<file path="src/common/shutdown_pkg.sv">
// Purpose: shared constants and types for the output shutdown controller
// Assumes: AXI4-Lite register access, 8-bit byte addresses, 32-bit data
// Notes:   offsets are byte addresses of aligned words
package shutdown_pkg;

	// ==========================================================
	// register map
	localparam logic [7:0] MODE_OFS  = 8'h00;
	localparam logic [7:0] CTRL_OFS  = 8'h04;
	localparam logic [7:0] STAT_OFS  = 8'h08;
	localparam logic [7:0] SHORT_OFS = 8'h0C;
	localparam logic [7:0] MASK_OFS  = 8'h10;

	// ==========================================================
	// field layout
	localparam int N_REQ         = 5;
	localparam int N_PAIR        = 3;
	localparam int N_PHASE       = 6;
	localparam int N_STAT        = 7;
	localparam int MODE_EN_LSB   = 10;
	localparam int CTRL_SOFT_BIT = 0;
	localparam int CTRL_OSC_BIT  = 1;
	localparam int CTRL_PAIR_LSB = 2;
	localparam int CTRL_ALV_LSB  = 5;
	localparam int STAT_SHORT_BIT = 5;
	localparam int STAT_OSC_BIT  = 6;
	localparam int SHORT_FLAG_BIT = 0;

	// ==========================================================
	// reset values
	localparam logic [14:0] MODE_RST = 15'h0000;
	localparam logic [10:0] CTRL_RST = 11'h7E0;
	localparam logic [6:0]  MASK_RST = 7'h00;

	// ==========================================================
	// sampling timing
	localparam int          PRE_W        = 7;
	localparam logic [6:0]  DIV8_MASK    = 7'h07;
	localparam logic [6:0]  DIV16_MASK   = 7'h0F;
	localparam logic [6:0]  DIV128_MASK  = 7'h7F;
	localparam logic [3:0]  SAMPLE_LAST  = 4'hF;

	localparam logic [1:0] RESP_OKAY   = 2'h0;
	localparam logic [1:0] RESP_SLVERR = 2'h2;

	typedef enum logic [1:0]
	{
		DET_EDGE   = 2'b00,
		DET_DIV8   = 2'b01,
		DET_DIV16  = 2'b10,
		DET_DIV128 = 2'b11
	} det_mode_e;

endpackage

</file>
<file path="src/req_detector.sv">
// Purpose: falling-edge or sixteen-sample low detector for one request pin
// Assumes: pin_n_in already synchronised to clk_in
// Notes:   a held low level fires once; a high sample rearms it
`timescale 1ns/1ns
module req_detector
	import shutdown_pkg::*;
(
	input  wire logic  clk_in,
	input  wire logic  rst_in,
	input  wire logic  ce_in,
	input  wire logic  pin_n_in,
	input  det_mode_e  mode_in,
	input  wire logic  tick8_in,
	input  wire logic  tick16_in,
	input  wire logic  tick128_in,
	output logic       detect_out
);

	logic       prev_reg;
	logic       prev_next;
	logic [3:0] cnt_reg;
	logic [3:0] cnt_next;
	logic       done_reg;
	logic       done_next;
	logic       det_reg;
	logic       det_next;
	logic       tick;

	// ==========================================================
	// detection
	always_comb
	begin
		unique case (mode_in)
			DET_EDGE:   tick = 1'b0;
			DET_DIV8:   tick = tick8_in;
			DET_DIV16:  tick = tick16_in;
			DET_DIV128: tick = tick128_in;
		endcase
		prev_next = pin_n_in;
		cnt_next  = cnt_reg;
		done_next = done_reg;
		det_next  = 1'b0;
		if (mode_in == DET_EDGE)
		begin
			det_next  = prev_reg & ~pin_n_in;
			cnt_next  = 4'h0;
			done_next = 1'b0;
		end
		else if (pin_n_in)
		begin
			cnt_next  = 4'h0;
			done_next = 1'b0;
		end
		else if (tick && !done_reg)
		begin
			if (cnt_reg == SAMPLE_LAST)
			begin
				det_next  = 1'b1;
				done_next = 1'b1;
				cnt_next  = 4'h0;
			end
			else
			begin
				cnt_next = cnt_reg + 4'h1;
			end
		end
	end

	always_ff @(posedge clk_in or posedge rst_in)
	begin
		if (rst_in)
		begin
			prev_reg <= 1'b1;
			cnt_reg  <= 4'h0;
			done_reg <= 1'b0;
			det_reg  <= 1'b0;
		end
		else if (ce_in)
		begin
			prev_reg <= prev_next;
			cnt_reg  <= cnt_next;
			done_reg <= done_next;
			det_reg  <= det_next;
		end
	end

	assign detect_out = det_reg;

	// ==========================================================
	// checks
	property p_edge_fire;
		@(posedge clk_in) disable iff (rst_in)
		(ce_in && mode_in == DET_EDGE && prev_reg && !pin_n_in) |=> detect_out;
	endproperty
	a_edge_fire: assert property (p_edge_fire) else $error("edge not detected");

	property p_low_fire;
		@(posedge clk_in) disable iff (rst_in)
		(ce_in && tick && !pin_n_in && !done_reg && cnt_reg == SAMPLE_LAST) |=> detect_out;
	endproperty
	a_low_fire: assert property (p_low_fire) else $error("low run not detected");

endmodule

</file>
<file path="src/output_shutdown_ctrl.sv">
// Purpose: forces timer outputs to high impedance on fault, clock loss,
//          software request or complementary output short
// Assumes: phase inputs come from timer logic on SYS_CLK_IN
// Notes:   registers reached over AXI4-Lite
//
// What this block does
// - a fired request enabled in the mode register disables all target outputs.
// - an oscillator stop indication can disable all target outputs.
// - both phases of a pair active for a cycle disables complementary outputs.
// - a software control bit forces all target outputs to high impedance.
// - request detections and short comparison can raise the interrupt.
// - one short flag is set by any of the three pairs.
// - a pair with its enable bit cleared never sets the short flag.
// - each pair sets the flag only while its own enable bit is one.
// - short flag clears by writing zero after reading one, outputs inactive.
// - each phase pin has its own active level bit for comparison.
//
// Register access over AXI4-Lite and the address map are this design's own decisions.
`timescale 1ns/1ns
module output_shutdown_ctrl
	import shutdown_pkg::*;
(
	input  wire logic        SYS_CLK_IN,
	input  wire logic        RST_IN,
	input  wire logic        CE_IN,
	input  wire logic        FAULT_REQ_0_N_IN,
	input  wire logic        FAULT_REQ_4_N_IN,
	input  wire logic        FAULT_REQ_8_N_IN,
	input  wire logic        FAULT_REQ_10_N_IN,
	input  wire logic        FAULT_REQ_11_N_IN,
	input  wire logic        OSC_STOP_IN,
	input  wire logic        PHASE_OUT_3B_IN,
	input  wire logic        PHASE_OUT_3D_IN,
	input  wire logic        PHASE_OUT_4A_IN,
	input  wire logic        PHASE_OUT_4C_IN,
	input  wire logic        PHASE_OUT_4B_IN,
	input  wire logic        PHASE_OUT_4D_IN,
	output logic             TARGET_HIZ_OUT,
	output logic             COMP_HIZ_OUT,
	output logic             IRQ_OUT,
	input  wire logic [7:0]  S_AXI_AWADDR_IN,
	input  wire logic        S_AXI_AWVALID_IN,
	output logic             S_AXI_AWREADY_OUT,
	input  wire logic [31:0] S_AXI_WDATA_IN,
	input  wire logic [3:0]  S_AXI_WSTRB_IN,
	input  wire logic        S_AXI_WVALID_IN,
	output logic             S_AXI_WREADY_OUT,
	output logic [1:0]       S_AXI_BRESP_OUT,
	output logic             S_AXI_BVALID_OUT,
	input  wire logic        S_AXI_BREADY_IN,
	input  wire logic [7:0]  S_AXI_ARADDR_IN,
	input  wire logic        S_AXI_ARVALID_IN,
	output logic             S_AXI_ARREADY_OUT,
	output logic [31:0]      S_AXI_RDATA_OUT,
	output logic [1:0]       S_AXI_RRESP_OUT,
	output logic             S_AXI_RVALID_OUT,
	input  wire logic        S_AXI_RREADY_IN
);

	// ==========================================================
	// input synchronisers and prescaler
	logic [5:0]       sync1_reg;
	logic [5:0]       sync2_reg;
	logic [PRE_W-1:0] pre_reg;
	logic [PRE_W-1:0] pre_next;
	logic             tick8;
	logic             tick16;
	logic             tick128;
	logic [N_REQ-1:0] det;
	logic             osc_sync;

	always_comb
	begin
		pre_next = pre_reg + 7'h01;
		tick8    = (pre_reg & DIV8_MASK) == DIV8_MASK;
		tick16   = (pre_reg & DIV16_MASK) == DIV16_MASK;
		tick128  = (pre_reg & DIV128_MASK) == DIV128_MASK;
		osc_sync = sync2_reg[5];
	end

	// pins are asynchronous: first stage only feeds the second
	always_ff @(posedge SYS_CLK_IN or posedge RST_IN)
	begin
		if (RST_IN)
		begin
			sync1_reg <= 6'h1F;
			sync2_reg <= 6'h1F;
			pre_reg   <= 7'h00;
		end
		else if (CE_IN)
		begin
			sync1_reg <= {OSC_STOP_IN, FAULT_REQ_11_N_IN, FAULT_REQ_10_N_IN,
				FAULT_REQ_8_N_IN, FAULT_REQ_4_N_IN, FAULT_REQ_0_N_IN};
			sync2_reg <= sync1_reg;
			pre_reg   <= pre_next;
		end
	end

	// ==========================================================
	// request detectors
	logic [14:0] mode_reg;
	logic [14:0] mode_next;

	genvar gi;
	generate
		for (gi = 0; gi < N_REQ; gi++)
		begin : g_req
			req_detector req_detector_i
			(
				.clk_in     (SYS_CLK_IN),
				.rst_in     (RST_IN),
				.ce_in      (CE_IN),
				.pin_n_in   (sync2_reg[gi]),
				.mode_in    (det_mode_e'(mode_reg[2*gi +: 2])),
				.tick8_in   (tick8),
				.tick16_in  (tick16),
				.tick128_in (tick128),
				.detect_out (det[gi])
			);
		end
	endgenerate

	// ==========================================================
	// short comparison
	logic [10:0]        ctrl_reg;
	logic [10:0]        ctrl_next;
	logic [N_PHASE-1:0] phase;
	logic [N_PHASE-1:0] act;
	logic [N_PAIR-1:0]  pair_en;
	logic [N_PAIR-1:0]  pair_both;
	logic [N_PAIR-1:0]  short_evt;
	logic               short_set;

	always_comb
	begin
		phase   = {PHASE_OUT_4D_IN, PHASE_OUT_4B_IN, PHASE_OUT_4C_IN,
			PHASE_OUT_4A_IN, PHASE_OUT_3D_IN, PHASE_OUT_3B_IN};
		act     = ~(phase ^ ctrl_reg[CTRL_ALV_LSB +: N_PHASE]);
		pair_en = ctrl_reg[CTRL_PAIR_LSB +: N_PAIR];
		for (int p = 0; p < N_PAIR; p++)
		begin
			pair_both[p] = act[2*p] & act[2*p+1];
		end
		short_evt = pair_both & pair_en;
		short_set = |short_evt;
	end

	// ==========================================================
	// AXI4-Lite slave and registers
	logic              awready_reg;
	logic              awready_next;
	logic              wready_reg;
	logic              wready_next;
	logic              aw_held_reg;
	logic              aw_held_next;
	logic              w_held_reg;
	logic              w_held_next;
	logic [7:0]        awaddr_reg;
	logic [7:0]        awaddr_next;
	logic [31:0]       wdata_reg;
	logic [31:0]       wdata_next;
	logic [3:0]        wstrb_reg;
	logic [3:0]        wstrb_next;
	logic              bvalid_reg;
	logic              bvalid_next;
	logic [1:0]        bresp_reg;
	logic [1:0]        bresp_next;
	logic              arready_reg;
	logic              arready_next;
	logic              rvalid_reg;
	logic              rvalid_next;
	logic [31:0]       rdata_reg;
	logic [31:0]       rdata_next;
	logic [1:0]        rresp_reg;
	logic [1:0]        rresp_next;
	logic [N_STAT-1:0] stat_reg;
	logic [N_STAT-1:0] stat_next;
	logic [N_STAT-1:0] mask_reg;
	logic [N_STAT-1:0] mask_next;
	logic              short_flag_reg;
	logic              short_flag_next;
	logic              armed_reg;
	logic              armed_next;
	logic              target_hiz_reg;
	logic              target_hiz_next;
	logic              comp_hiz_reg;
	logic              comp_hiz_next;
	logic              irq_reg;
	logic              irq_next;
	logic              aw_take;
	logic              w_take;
	logic              do_wr;
	logic [7:0]        wa;
	logic [31:0]       wd;
	logic [31:0]       wm;
	logic [31:0]       wv;
	logic [N_STAT-1:0] events;
	logic [N_STAT-1:0] w1c;
	logic              short_clr;
	logic              hiz_all;

	always_comb
	begin
		aw_take = S_AXI_AWVALID_IN & awready_reg;
		w_take  = S_AXI_WVALID_IN & wready_reg;
		aw_held_next = aw_held_reg | aw_take;
		w_held_next  = w_held_reg | w_take;
		awaddr_next  = aw_take ? S_AXI_AWADDR_IN : awaddr_reg;
		wdata_next   = w_take ? S_AXI_WDATA_IN : wdata_reg;
		wstrb_next   = w_take ? S_AXI_WSTRB_IN : wstrb_reg;
		wa = awaddr_next;
		wd = wdata_next;
		wm = {{8{wstrb_next[3]}}, {8{wstrb_next[2]}}, {8{wstrb_next[1]}}, {8{wstrb_next[0]}}};
		do_wr = aw_held_next & w_held_next & ~bvalid_reg;
		bvalid_next = bvalid_reg & ~S_AXI_BREADY_IN;
		bresp_next  = bresp_reg;
		mode_next = mode_reg;
		ctrl_next = ctrl_reg;
		mask_next = mask_reg;
		w1c       = '0;
		short_clr = 1'b0;
		armed_next = armed_reg;
		wv = 32'h0000_0000;
		if (do_wr)
		begin
			aw_held_next = 1'b0;
			w_held_next  = 1'b0;
			bvalid_next  = 1'b1;
			bresp_next   = RESP_OKAY;
			unique case ({wa[7:2], 2'b00})
				MODE_OFS:
				begin
					wv = ({17'h0, mode_reg} & ~wm) | (wd & wm);
					mode_next = wv[14:0];
				end
				CTRL_OFS:
				begin
					wv = ({21'h0, ctrl_reg} & ~wm) | (wd & wm);
					ctrl_next = wv[10:0];
				end
				STAT_OFS:
				begin
					wv = wd & wm;
					w1c = wv[N_STAT-1:0];
				end
				SHORT_OFS:
				begin
					// clear only if armed by a read and every phase is inactive
					short_clr = wm[SHORT_FLAG_BIT] & ~wd[SHORT_FLAG_BIT]
						& armed_reg & ~(|act);
					armed_next = 1'b0;
				end
				MASK_OFS:
				begin
					wv = ({25'h0, mask_reg} & ~wm) | (wd & wm);
					mask_next = wv[N_STAT-1:0];
				end
				default:
				begin
					bresp_next = RESP_SLVERR;
				end
			endcase
		end
		awready_next = ~aw_held_next & ~bvalid_next;
		wready_next  = ~w_held_next & ~bvalid_next;

		rvalid_next = rvalid_reg & ~S_AXI_RREADY_IN;
		rdata_next  = rdata_reg;
		rresp_next  = rresp_reg;
		if (S_AXI_ARVALID_IN && arready_reg)
		begin
			rvalid_next = 1'b1;
			rresp_next  = RESP_OKAY;
			unique case ({S_AXI_ARADDR_IN[7:2], 2'b00})
				MODE_OFS:  rdata_next = {17'h0, mode_reg};
				CTRL_OFS:  rdata_next = {21'h0, ctrl_reg};
				STAT_OFS:  rdata_next = {25'h0, stat_reg};
				SHORT_OFS:
				begin
					rdata_next = {31'h0, short_flag_reg};
					armed_next = armed_next | short_flag_reg;
				end
				MASK_OFS:  rdata_next = {25'h0, mask_reg};
				default:
				begin
					rdata_next = 32'h0000_0000;
					rresp_next = RESP_SLVERR;
				end
			endcase
		end
		arready_next = ~rvalid_next;

		// set wins over any clear in the same cycle
		short_flag_next = short_set | (short_flag_reg & ~short_clr);
		events = {osc_sync, short_set, det};
		stat_next = events | (stat_reg & ~w1c);
		irq_next  = |(stat_reg & mask_reg);

		hiz_all = ctrl_reg[CTRL_SOFT_BIT]
			| (ctrl_reg[CTRL_OSC_BIT] & osc_sync)
			| (|(stat_reg[N_REQ-1:0] & mode_reg[MODE_EN_LSB +: N_REQ]));
		target_hiz_next = hiz_all;
		comp_hiz_next   = hiz_all | short_flag_reg;
	end

	always_ff @(posedge SYS_CLK_IN or posedge RST_IN)
	begin
		if (RST_IN)
		begin
			awready_reg    <= 1'b1;
			wready_reg     <= 1'b1;
			aw_held_reg    <= 1'b0;
			w_held_reg     <= 1'b0;
			awaddr_reg     <= 8'h00;
			wdata_reg      <= 32'h0000_0000;
			wstrb_reg      <= 4'h0;
			bvalid_reg     <= 1'b0;
			bresp_reg      <= RESP_OKAY;
			arready_reg    <= 1'b1;
			rvalid_reg     <= 1'b0;
			rdata_reg      <= 32'h0000_0000;
			rresp_reg      <= RESP_OKAY;
			mode_reg       <= MODE_RST;
			ctrl_reg       <= CTRL_RST;
			mask_reg       <= MASK_RST;
			stat_reg       <= '0;
			short_flag_reg <= 1'b0;
			armed_reg      <= 1'b0;
			target_hiz_reg <= 1'b0;
			comp_hiz_reg   <= 1'b0;
			irq_reg        <= 1'b0;
		end
		else if (CE_IN)
		begin
			awready_reg    <= awready_next;
			wready_reg     <= wready_next;
			aw_held_reg    <= aw_held_next;
			w_held_reg     <= w_held_next;
			awaddr_reg     <= awaddr_next;
			wdata_reg      <= wdata_next;
			wstrb_reg      <= wstrb_next;
			bvalid_reg     <= bvalid_next;
			bresp_reg      <= bresp_next;
			arready_reg    <= arready_next;
			rvalid_reg     <= rvalid_next;
			rdata_reg      <= rdata_next;
			rresp_reg      <= rresp_next;
			mode_reg       <= mode_next;
			ctrl_reg       <= ctrl_next;
			mask_reg       <= mask_next;
			stat_reg       <= stat_next;
			short_flag_reg <= short_flag_next;
			armed_reg      <= armed_next;
			target_hiz_reg <= target_hiz_next;
			comp_hiz_reg   <= comp_hiz_next;
			irq_reg        <= irq_next;
		end
	end

	assign S_AXI_AWREADY_OUT = awready_reg;
	assign S_AXI_WREADY_OUT  = wready_reg;
	assign S_AXI_BVALID_OUT  = bvalid_reg;
	assign S_AXI_BRESP_OUT   = bresp_reg;
	assign S_AXI_ARREADY_OUT = arready_reg;
	assign S_AXI_RVALID_OUT  = rvalid_reg;
	assign S_AXI_RDATA_OUT   = rdata_reg;
	assign S_AXI_RRESP_OUT   = rresp_reg;
	assign TARGET_HIZ_OUT    = target_hiz_reg;
	assign COMP_HIZ_OUT      = comp_hiz_reg;
	assign IRQ_OUT           = irq_reg;

	// ==========================================================
	// checks
	property p_short_set;
		@(posedge SYS_CLK_IN) disable iff (RST_IN)
		(CE_IN && |short_evt) |=> short_flag_reg;
	endproperty
	a_short_set: assert property (p_short_set) else $error("short flag missed");

	property p_short_gated;
		@(posedge SYS_CLK_IN) disable iff (RST_IN)
		(CE_IN && !short_flag_reg && (pair_both & pair_en) == 3'h0) |=> !short_flag_reg;
	endproperty
	a_short_gated: assert property (p_short_gated) else $error("disabled pair set flag");

	property p_comp_hiz;
		@(posedge SYS_CLK_IN) disable iff (RST_IN)
		(CE_IN && |short_evt) ##1 CE_IN |=> COMP_HIZ_OUT;
	endproperty
	a_comp_hiz: assert property (p_comp_hiz) else $error("short did not disable outputs");

	property p_soft_hiz;
		@(posedge SYS_CLK_IN) disable iff (RST_IN)
		(CE_IN && ctrl_reg[CTRL_SOFT_BIT]) |=> (TARGET_HIZ_OUT && COMP_HIZ_OUT);
	endproperty
	a_soft_hiz: assert property (p_soft_hiz) else $error("software force ignored");

	property p_osc_hiz;
		@(posedge SYS_CLK_IN) disable iff (RST_IN)
		(CE_IN && ctrl_reg[CTRL_OSC_BIT] && osc_sync) |=> TARGET_HIZ_OUT;
	endproperty
	a_osc_hiz: assert property (p_osc_hiz) else $error("oscillator stop ignored");

	property p_req_hiz;
		@(posedge SYS_CLK_IN) disable iff (RST_IN)
		(CE_IN && |(det & mode_reg[MODE_EN_LSB +: N_REQ]) && mode_next == mode_reg)
			##1 (CE_IN && w1c == '0) |=> TARGET_HIZ_OUT;
	endproperty
	a_req_hiz: assert property (p_req_hiz) else $error("request did not disable outputs");

	property p_clear_blocked;
		@(posedge SYS_CLK_IN) disable iff (RST_IN)
		(CE_IN && short_flag_reg && |act) |=> short_flag_reg;
	endproperty
	a_clear_blocked: assert property (p_clear_blocked) else $error("flag cleared while active");

	property p_irq;
		@(posedge SYS_CLK_IN) disable iff (RST_IN)
		(CE_IN && |(stat_reg & mask_reg)) |=> IRQ_OUT;
	endproperty
	a_irq: assert property (p_irq) else $error("interrupt not raised");

endmodule

</file>
<file path="config.mk">
export PLATFORM = sky130hd
export DESIGN_NAME = output_shutdown_ctrl
export DESIGN_NICKNAME = d
export VERILOG_FILES = /design/src/common/shutdown_pkg.sv /design/src/req_detector.sv /design/src/output_shutdown_ctrl.sv
export SDC_FILE = /design/constraint.sdc
export NUM_CORES = 1
export LEC_CHECK = 0
export BUFFER_PORTS_ARGS = -buffer_cell sky130_fd_sc_hd__buf_2
export CAP_MARGIN = 20
export CORE_UTILIZATION = 50
export DETAILED_ROUTE_END_ITERATION = 6
export PLACE_DENSITY = 0.75
export SETUP_SLACK_MARGIN = 0.4
export SLEW_MARGIN = 15
export SYNTH_ARGS = -nofsm -noshare
export SYNTH_HDL_FRONTEND = slang
export SYNTH_SLANG_ARGS = --single-unit
</file>
<file path="constraint.sdc">
create_clock -name SYS_CLK_IN -period 5.7 [get_ports SYS_CLK_IN]
set_input_delay 0.285 -clock SYS_CLK_IN [delete_from_list [all_inputs] [get_ports SYS_CLK_IN]]
set_output_delay 0.285 -clock SYS_CLK_IN [all_outputs]
set_load 0.05 [all_outputs]
</file>
==> results of run 1 <==
-- through the flow --
step	power (uW)	utilization	setup slack, ps
final	3690	0.591	2750
after global routing	3880	0.591	2610
after CTS	3710	0.591	2750
after detailed placement	2520	0.545	2780
after global placement	2450	0.545	2840
after floorplan	2250	-	1530
-- layer usage --
metal / part of all wire / track usage / vias up
li1: - / - / 2448
met1: 0.42 / 0.305 / 2679
met2: 0.50 / 0.407 / 198
met3: 0.052 / 0.0491 / 30
met4: 0.021 / 0.102 / 0
met5: 0 / 0 / -
-- worst min path at each step --
stage                                                    end          startpoint
after global placement    g_req[4].req_detector_i.cnt_reg[0]              RST_IN
after detailed placement  g_req[4].req_detector_i.cnt_reg[2]              RST_IN
after CTS                                       sync1_reg[5]         OSC_STOP_IN
after floorplan                                awaddr_reg[2]  S_AXI_AWADDR_IN[2]
final                                           sync1_reg[5]         OSC_STOP_IN
after global routing                            sync1_reg[5]         OSC_STOP_IN
-- placed cells by master, fill, tap and decap left out, types with 4 or more instances in the layout --
master,Yosys,final
clkbuf_8,0,6
mux2_2,81,81
inv_1,15,14
a31oi_1,11,11
and3_1,8,8
a32oi_1,4,4
clkbuf_16,0,17
mux2i_1,4,4
a21oi_1,21,21
a31o_2,4,4
nand2_1,62,62
o21ai_0,20,20
a222oi_1,8,8
ha_1,7,7
a32o_1,5,5
nand4_1,6,6
nor2_1,45,45
a21o_1,12,12
a22o_1,8,8
nand2b_1,4,4
dfrtp_1,122,122
a41oi_1,4,4
conb_1,1,19
o21a_1,5,5
xnor2_1,9,9
a22oi_1,8,8
nor3_1,10,10
buf_4,19,4
dfstp_2,24,24
nand3_1,23,23
buf_2,2,73
-- logic make-up (layout without fill, tap and decap cells) --
logic type                 count (synthesis)  after routing  synth area share
other                                      1             19          0.000532
AOI/OAI and AO/OA                        136            136             0.139
xor gates and xnor gates                  11             11            0.0137
and+or+nand+nor                          189            189             0.134
muxes                                     87             87             0.138
buffers and inverters                     55            126            0.0397
adders and majority gates                  7              7            0.0124
DFF                                      146            146             0.522
-- report_power, final --
part | switching (uW) | internal (uW) | total (uW) | leakage (uW)
Combinational | 546 | 386 | 932 | 0.00160
Clock | 417 | 757 | 1170 | 0.000304
Sequential | 254 | 1330 | 1590 | 0.00181
-- critical path: stages, from the launching register on --
cell     delay [ps]
dfstp_2         560
nand2_1         480
mux2i_1         440
nor4_2          930
mux2_2          420
-- layout make-up --
class                      instances  area [um^2]  share of cell area
timing repair buffer              78          405              0.0496
tap                              180          225              0.0275
sequential                       146         3680               0.450
inverter                          16         65.1             0.00796
clock buffer                      24          512              0.0626
clock inverter                     8          123              0.0150
multi-input combinational        449         3160               0.387
==> impl_results.md, run 1 <==
- Top cells by area, synth: dfrtp_1, mux2_2, dfstp_2
- Core area: 13800 um^2
- Worst flop-to-flop path startpoint: S_AXI_WREADY_OUT
- DR WL/cell: 18.0 um
- Clock Latency Late Sink: 420 ps
- Mapped Area: 7050 um^2
- Max Slew Vio Count: 0
- P_leak: 0.00371 uW
- Port bufs: 73
- Number of clock sinks: 146
- Antenna-violating nets left: 0
- Clock Skew: 6.53 ps
- Post-CTS Hold Fix Bufs: 1
- Async set-reset flop share out of synthesis: 1.00
- Post-CTS Setup Bufs: 0
- Die X: 121 um
- Drt first pass iters: 6
- Via count: 5355
- CTS tree: built
- Critical path startpoint category: flip-flop
- Layout cells sized above 1: 0.318
- Yosys warns: 0
- Crit Path Category: reg -> reg
- Post-synth EDFFs: 0
- Hold Path Cell Cnt: 2
- Post-DP Area: 7530 um^2
- Grt ovf: 0
- Largest net degree at the start of global routing: 80
- Outcome: finished, final reports clean
- Die area: 14600 um^2
- Seq cells post-synth: 146
- Final Setup Violations: 0
- Req. time, crit path: 6000 ps
- GP Congestion: 0.860
- HPWL Detailed: 11300 um
- Initial antenna violation count: 0
- Avg Cell Area, Syn: 11.2 um^2
- Clock tree buffer depth: 2
- Post_cts resized: 0
- CP endpoint kind: flip-flop
- Yosys cell types: 66
- RSZ-0062 raised after global routing: false
- Drt drc: 0
- Number of max-cap violations: 0
- Total GRT Usage: 0.242
- Power density cells: 451 nW/um^2
- Placed instance count: 868
- Main flop type after synthesis: dfrtp_1
- Post-route design area: 8180 um^2
- Tightest Pin Transition: 1020 ps
- Tmin final: 2950 ps
- Post-Syn Instances: 632
- Initial Utilization: 0.510
- Syn-to-layout area delta: 15.9%
- Row Count: 43
- Cts bufs inserted: 17
- Final Hold Fails: 0
- Period utilisation layout: 0.518
- Final cell count without fillers: 901
- Depth of the CTS H-tree: 4
- Reg2reg setup slack: 2750 ps
- Drt total wl: 16200 um
- Die H: 121 um
- Critical path arrival: 3260 ps
- Final net count: 787
- IO Count: 116
- Worst Setup SP: S_AXI_WREADY_OUT
- Worst r2r path cells: 4
- Vias per std cell: 5.94
- Most instantiated cells after synthesis: dfrtp_1, mux2_2, nand2_1
- WHS: 90.6 ps
- Iter 0 DRT Violations: 443
- Clk pin slew, worst setup/hold paths: 60 ps
- Post-synth top area share: 0.433
- Clk root buf: clkbuf_16
- Path category of the worst min-delay check: in -> reg
- First-pass GRT wire length: 27000 um
- Max Clk Rate: 0.339 GHz
- Fin Setup TNS: 0 ps
- FILL cells: 1146
- Register area share after synthesis: 0.522
- Worst VDD drop: 0.233 mV
- Rel. slew slack: 0.300
- Vias in the first global route: 5378
- Yosys top cell by area: dfrtp_1
- Most instantiated library cell after synthesis: dfrtp_1
- Antenna cells: 0
- Crit Path Max Fanout: 17
(Power assumes the default switching activity.)
==> run 2, diff against run 1 <==
==> constraint.sdc (replaced) <==
create_clock -name SYS_CLK_IN -period 3 [get_ports SYS_CLK_IN]
set_input_delay 0.15 -clock SYS_CLK_IN [delete_from_list [all_inputs] [get_ports SYS_CLK_IN]]
set_output_delay 0.15 -clock SYS_CLK_IN [all_outputs]
set_load 0.05 [all_outputs]
==> impl_results.md, run 2 (synthesized netlist as in run 1, its figures left out) <==
- Internal power: 4590 uW
- Depth of the CTS H-tree: 4
- Max Clk Rate: 0.402 GHz
- Clk root buf: clkbuf_16
- Max Slew Vio Count: 0
- Post-route design area: 8450 um^2
- Net Sw Frac: 0.336
- Antenna-violating nets left: 0
- Switching power: 2320 uW
- Number of clock sinks: 146
- Req. time, crit path: 3300 ps
- Total GRT Usage: 0.238
- Largest net degree at the start of global routing: 147
- Die H: 121 um
- Rel. slew slack: 0.431
- Post_cts resized: 0
- RSZ-0062 raised after global routing: false
- Clock Skew: 8.81 ps
- Path category of the worst min-delay check: in -> reg
- Slowest CP cell: dfstp_4
- Tightest Pin Transition: 830 ps
- Vias per std cell: 5.85
- Core area: 13800 um^2
- Failing checks: design-rule violations
- Final net count: 816
- First-pass GRT wire length: 26400 um
- CP endpoint kind: flip-flop
- Via count: 5436
- Drt total wl: 16200 um
- Combinational group share of total power: 0.260
- GP Congestion: 0.867
- Antenna cells: 0
- Clock Latency Late Sink: 420 ps
- Syn-to-layout area delta: 19.8%
- Worst VDD drop: 0.445 mV
- Fin Setup TNS: 0 ps
- Crit Path Category: reg -> reg
- Clk pin slew, worst setup/hold paths: 60 ps
- Layout cells sized above 1: 0.316
- Die area: 14600 um^2
- P_leak: 0.00382 uW
- Buf+Inv Stages, Crit Path: 1
- Clock tree buffer depth: 2
- Commonest non-fill, non-tap cell in the layout: dfrtp_1
- Iter 0 DRT Violations: 453
- Cell family with most CP delay: simple AND/OR/NAND/NOR gates
- FILL cells: 1088
- Port bufs: 73
- Final Hold Fails: 0
- Drt first pass iters: 7
- CTS tree: built
- Final Setup Violations: 0
- Critical path arrival: 2790 ps
- Initial antenna violation count: 0
- Crit Path Max Fanout: 8
- Cts bufs inserted: 17
- Grt ovf: 0
- Period utilisation layout: 0.828
- CP cell instances: a21oi_1 > or4_1 > or2_1 > nor3_4 > buf_12 > mux2_2
- Power density cells: 818 nW/um^2
- Worst path max stage delay: 650 ps
- DR WL/cell: 17.4 um
- Critical path startpoint category: flip-flop
- Die X: 121 um
- Clk pwr share: 0.305
- WHS: 20.5 ps
- HPWL Detailed: 11200 um
- IO Count: 116
- Share of power burned in registers: 0.435
- Tmin final: 2490 ps
- Post-DP Area: 7590 um^2
- Vias in the first global route: 5226
- Initial Utilization: 0.510
- Most frequent cells in the layout: dfrtp_1, mux2_2, buf_2, nand2_1, nor2_1
- Row Count: 43
- Outcome: complete, but fails checks
- Drt drc: 1
- Number of max-cap violations: 0
==> run 2: worst paths after layout <==
check | start | to | slack (ps) | cells past startpoint
worst max-delay path | S_AXI_AWREADY_OUT | flip-flop | 510 | 6
worst min-delay path | S_AXI_AWADDR_IN[2] | awaddr_reg[2] | 20 | 2
worst max register to register | S_AXI_AWREADY_OUT | flip-flop | 510 | 6
worst min register to register | S_AXI_RDATA_OUT[6] | S_AXI_RDATA_OUT[6] | 470 | 1
max in group asynchronous | RST_IN | S_AXI_RDATA_OUT[12] | 1960 | 4
min in group asynchronous | RST_IN | g_req[4].req_detector_i.cnt_reg[1] | 480 | 4
==> run 2: timing repair <==
action                                 4_1_cts  5_1_grt
setup buffers                                0        3
endpoints found under the hold margin       24        0
setup endpoints to repair                    0       20
hold buffers                                21        0
==> run 2: through the flow <==
stage / instances / setup slack (ps) / utilization / power [uW]
final: 930 / 515 / 0.611 / 6910
after global routing: 930 / 400 / 0.611 / 7290
after CTS: 927 / 441 / 0.607 / 6950
after detailed placement: 874 / 453 / 0.549 / 4790
after global placement: 874 / 475 / 0.549 / 4690
after floorplan: 650 / 404 / - / 4270
==> run 2: layout make-up <==
class | count | area, um^2 | area share
clock inverter | 14 | 165 | 0.0195
sequential | 146 | 3690 | 0.436
clock buffer | 18 | 429 | 0.0508
inverter | 16 | 63.8 | 0.00755
tap | 180 | 225 | 0.0266
timing repair buffer | 107 | 723 | 0.0856
multi-input combinational | 449 | 3160 | 0.374
==> run 2: per-layer routing <==
| layer | track usage | up-vias | wire length, um |
|---|---|---|---|
| met5 | 0 | - | 0 |
| met4 | 0.109 | 0 | 358 |
| met3 | 0.0467 | 26 | 1000 |
| met2 | 0.382 | 208 | 7890 |
| met1 | 0.312 | 2692 | 6910 |
| li1 | - | 2510 | - |
==> run 2: power by group through the flow <==
stage | Combinational [uW] | Clock (uW) | Sequential (uW)
2_1_floorplan | 1220 | 0 | 3060
4_1_cts | 1800 | 2160 | 2990
5_1_grt | 1970 | 2240 | 3070
3_5_place_dp | 1770 | 0 | 3020
3_3_place_gp | 1700 | 0 | 2980
6_report | 1790 | 2110 | 3010
==> run 3, diff against run 2 <==
--- a/config.mk
+++ b/config.mk
@@ -5,6 +5,7 @@
 export SDC_FILE = /design/constraint.sdc
 export NUM_CORES = 1
 export LEC_CHECK = 0
+export ABC_AREA = 1
 export BUFFER_PORTS_ARGS = -buffer_cell sky130_fd_sc_hd__buf_2
 export CAP_MARGIN = 20
 export CORE_UTILIZATION = 50
==> constraint.sdc (replaced) <==
create_clock -name SYS_CLK_IN -period 2.4 [get_ports SYS_CLK_IN]
set_input_delay 0.12 -clock SYS_CLK_IN [delete_from_list [all_inputs] [get_ports SYS_CLK_IN]]
set_output_delay 0.12 -clock SYS_CLK_IN [all_outputs]
set_load 0.05 [all_outputs]
==> impl_results.md, run 3 <==
- Vias in the first global route: 6025
- Tightest Pin Transition: 637 ps
- Tmin final: 1820 ps
- Fin Setup TNS: 0 ps
- Post-route design area: 8740 um^2
- Yosys top cell by area: dfrtp_1
- Failing checks: design-rule violations
- Worst VDD drop: 0.639 mV
- Clock Latency Late Sink: 430 ps
- Top cells by area, synth: dfrtp_1, nand2_1, dfstp_2
- Drt total wl: 17500 um
- Async set-reset flop share out of synthesis: 1.00
- Die H: 125 um
- Initial Utilization: 0.516
- Main flop type after synthesis: dfrtp_1
- Core area: 14600 um^2
- Drt first pass iters: 7
- Max Clk Rate: 0.549 GHz
- Antenna-violating nets left: 0
- Vias per std cell: 5.26
- Critical path startpoint category: flip-flop
- Worst flop-to-flop path startpoint: S_AXI_WREADY_OUT
- Clk pin slew, worst setup/hold paths: 60 ps
- Share of power burned in registers: 0.414
- Largest net degree at the start of global routing: 92
- Antenna cells: 0
- Internal power: 5280 uW
- Yosys cell types: 45
- Most instantiated cells after synthesis: nand2_1, dfrtp_1, inv_1
- Iter 0 DRT Violations: 496
- Period utilisation layout: 0.758
- Final net count: 1101
- Depth of the CTS H-tree: 4
- Clock tree buffer depth: 2
- IO Count: 116
- Grt ovf: 0
- Slowest CP cell: dfstp_2
- Final Hold Fails: 0
- Mapped Area: 7550 um^2
- Die X: 125 um
- CP endpoint kind: flip-flop
- Seq cells post-synth: 146
- Clock Skew: 7.50 ps
- HPWL Detailed: 12400 um
- Critical path arrival: 2120 ps
- Layout cells sized above 1: 0.184
- Via count: 6418
- Outcome: complete, but fails checks
- Worst Setup SP: S_AXI_WREADY_OUT
- Final Setup Violations: 0
- Final cell count without fillers: 1219
- Worst slack at placement: 415 ps
- Placed instance count: 1173
- Total GRT Usage: 0.242
- Combinational group share of total power: 0.268
- Hold Path Cell Cnt: 3
- Number of max-cap violations: 0
- RSZ-0062 raised after global routing: false
- P_leak: 0.00442 uW
- Path category of the worst min-delay check: in -> reg
- Post-DP Area: 8010 um^2
- GP Congestion: 0.917
- Worst setup margin: 580 ps
- Rel. slew slack: 0.575
- Reg2reg setup slack: 580 ps
- Switching power: 2910 uW
- Yosys warns: 0
- Clk root buf: clkbuf_16
- WHS: 28.0 ps
- Req. time, crit path: 2700 ps
- Crit Path Max Fanout: 14
- Die area: 15600 um^2
- First-pass GRT wire length: 29600 um
- Most instantiated library cell after synthesis: nand2_1
- Row Count: 44
- Max Slew Vio Count: 0
- DR WL/cell: 14.3 um
- Syn-to-layout area delta: 15.7%
- Register area share after synthesis: 0.488
- Post-Syn Instances: 938
- Worst r2r path cells: 9
- Cts bufs inserted: 17
- Worst path max stage delay: 580 ps
- Clk pwr share: 0.318
- Post-synth top area share: 0.404
- Net Sw Frac: 0.355
- Number of clock sinks: 146
- Crit Path Category: reg -> reg
- Initial antenna violation count: 0
- Most frequent cells in the layout: nand2_1, dfrtp_1, inv_1, o21ai_0, buf_2
- Power density cells: 937 nW/um^2
- Avg Cell Area, Syn: 8.05 um^2
- Port bufs: 73
- Drt drc: 23
- Post-synth EDFFs: 0
- CTS tree: built
- CP cell instances: nand2_4 > nand2_1 > o21ai_4 > inv_1 > nand3_4 > inv_2 > nand2_4 > nand2_1 > o21ai_2
- Commonest non-fill, non-tap cell in the layout: nand2_1
[run 3: cell families (layout without fill, tap and decap cells)]
family	after synthesis	count (layout)	synth area share
mux	3	3	0.00431
flops	146	146	0.488
compound gates	147	147	0.117
xor+xnor	14	14	0.0162
other cells	1	19	0.000496
simple gates	476	476	0.274
fa+ha+maj	7	7	0.0116
buf+inv	144	223	0.0891
[run 3: power by group through the flow]
stage / clock network [uW] / registers, uW / logic, uW
3_5_place_dp: 0 / 3410 / 2140
5_1_grt: 2750 / 3450 / 2490
4_1_cts: 2640 / 3380 / 2170
3_3_place_gp: 0 / 3390 / 2070
6_report: 2610 / 3390 / 2190
2_1_floorplan: 0 / 3490 / 1520
[run 3: critical path, delay by kind of cell, from the launching register on]
family,cells,cell delay (ps)
AOI/OAI and AO/OA,2,150
DFF,1,580
buffers and inverters,2,280
and+or+nand+nor,5,670
[run 3: layer usage]
layer	vias up	wire length (um)	GRT usage
met5	-	0	0
met4	0	328	0.0904
met3	25	1090	0.0490
met2	197	7940	0.373
met1	3016	8110	0.339
li1	3180	-	-
[run 3: metrics by stage]
stage	power [uW]	util
2_1_floorplan	5010	-
3_3_place_gp	5470	0.547
3_5_place_dp	5550	0.547
4_1_cts	8190	0.595
5_1_grt	8680	0.597
6_report	8190	0.597
[run 3: worst min-delay path by stage]
stage / start / to / slack [ps]
6_report: S_AXI_AWADDR_IN[2] / awaddr_reg[2] / 30
3_5_place_dp: RST_IN / S_AXI_RRESP_OUT[1] / 260
4_1_cts: S_AXI_AWADDR_IN[2] / awaddr_reg[2] / 10
5_1_grt: S_AXI_AWADDR_IN[4] / awaddr_reg[4] / 60
2_1_floorplan: FAULT_REQ_11_N_IN / sync1_reg[4] / 210
3_3_place_gp: RST_IN / S_AXI_RRESP_OUT[1] / 260
[run 3: what timing repair did]
| item | in CTS | in global routing |
|---|---|---|
| setup endpoints to repair | 8 | 30 |
| hold buffers | 12 | 0 |
| hold endpoints to repair | 132 | 0 |
| gates resized for setup | 1 | 5 |
| pin swaps | 0 | 1 |
| setup buffers | 0 | 2 |
[run 3: final cells by class]
type / instances / area (um^2)
fillers: 1295 / 5910
flip-flops and latches: 146 / 3680
multi-input cells: 666 / 3280
repair buffers: 95 / 598
clock buffers: 26 / 489
inverters: 96 / 368
well taps: 184 / 230
clock inverters: 6 / 82.6
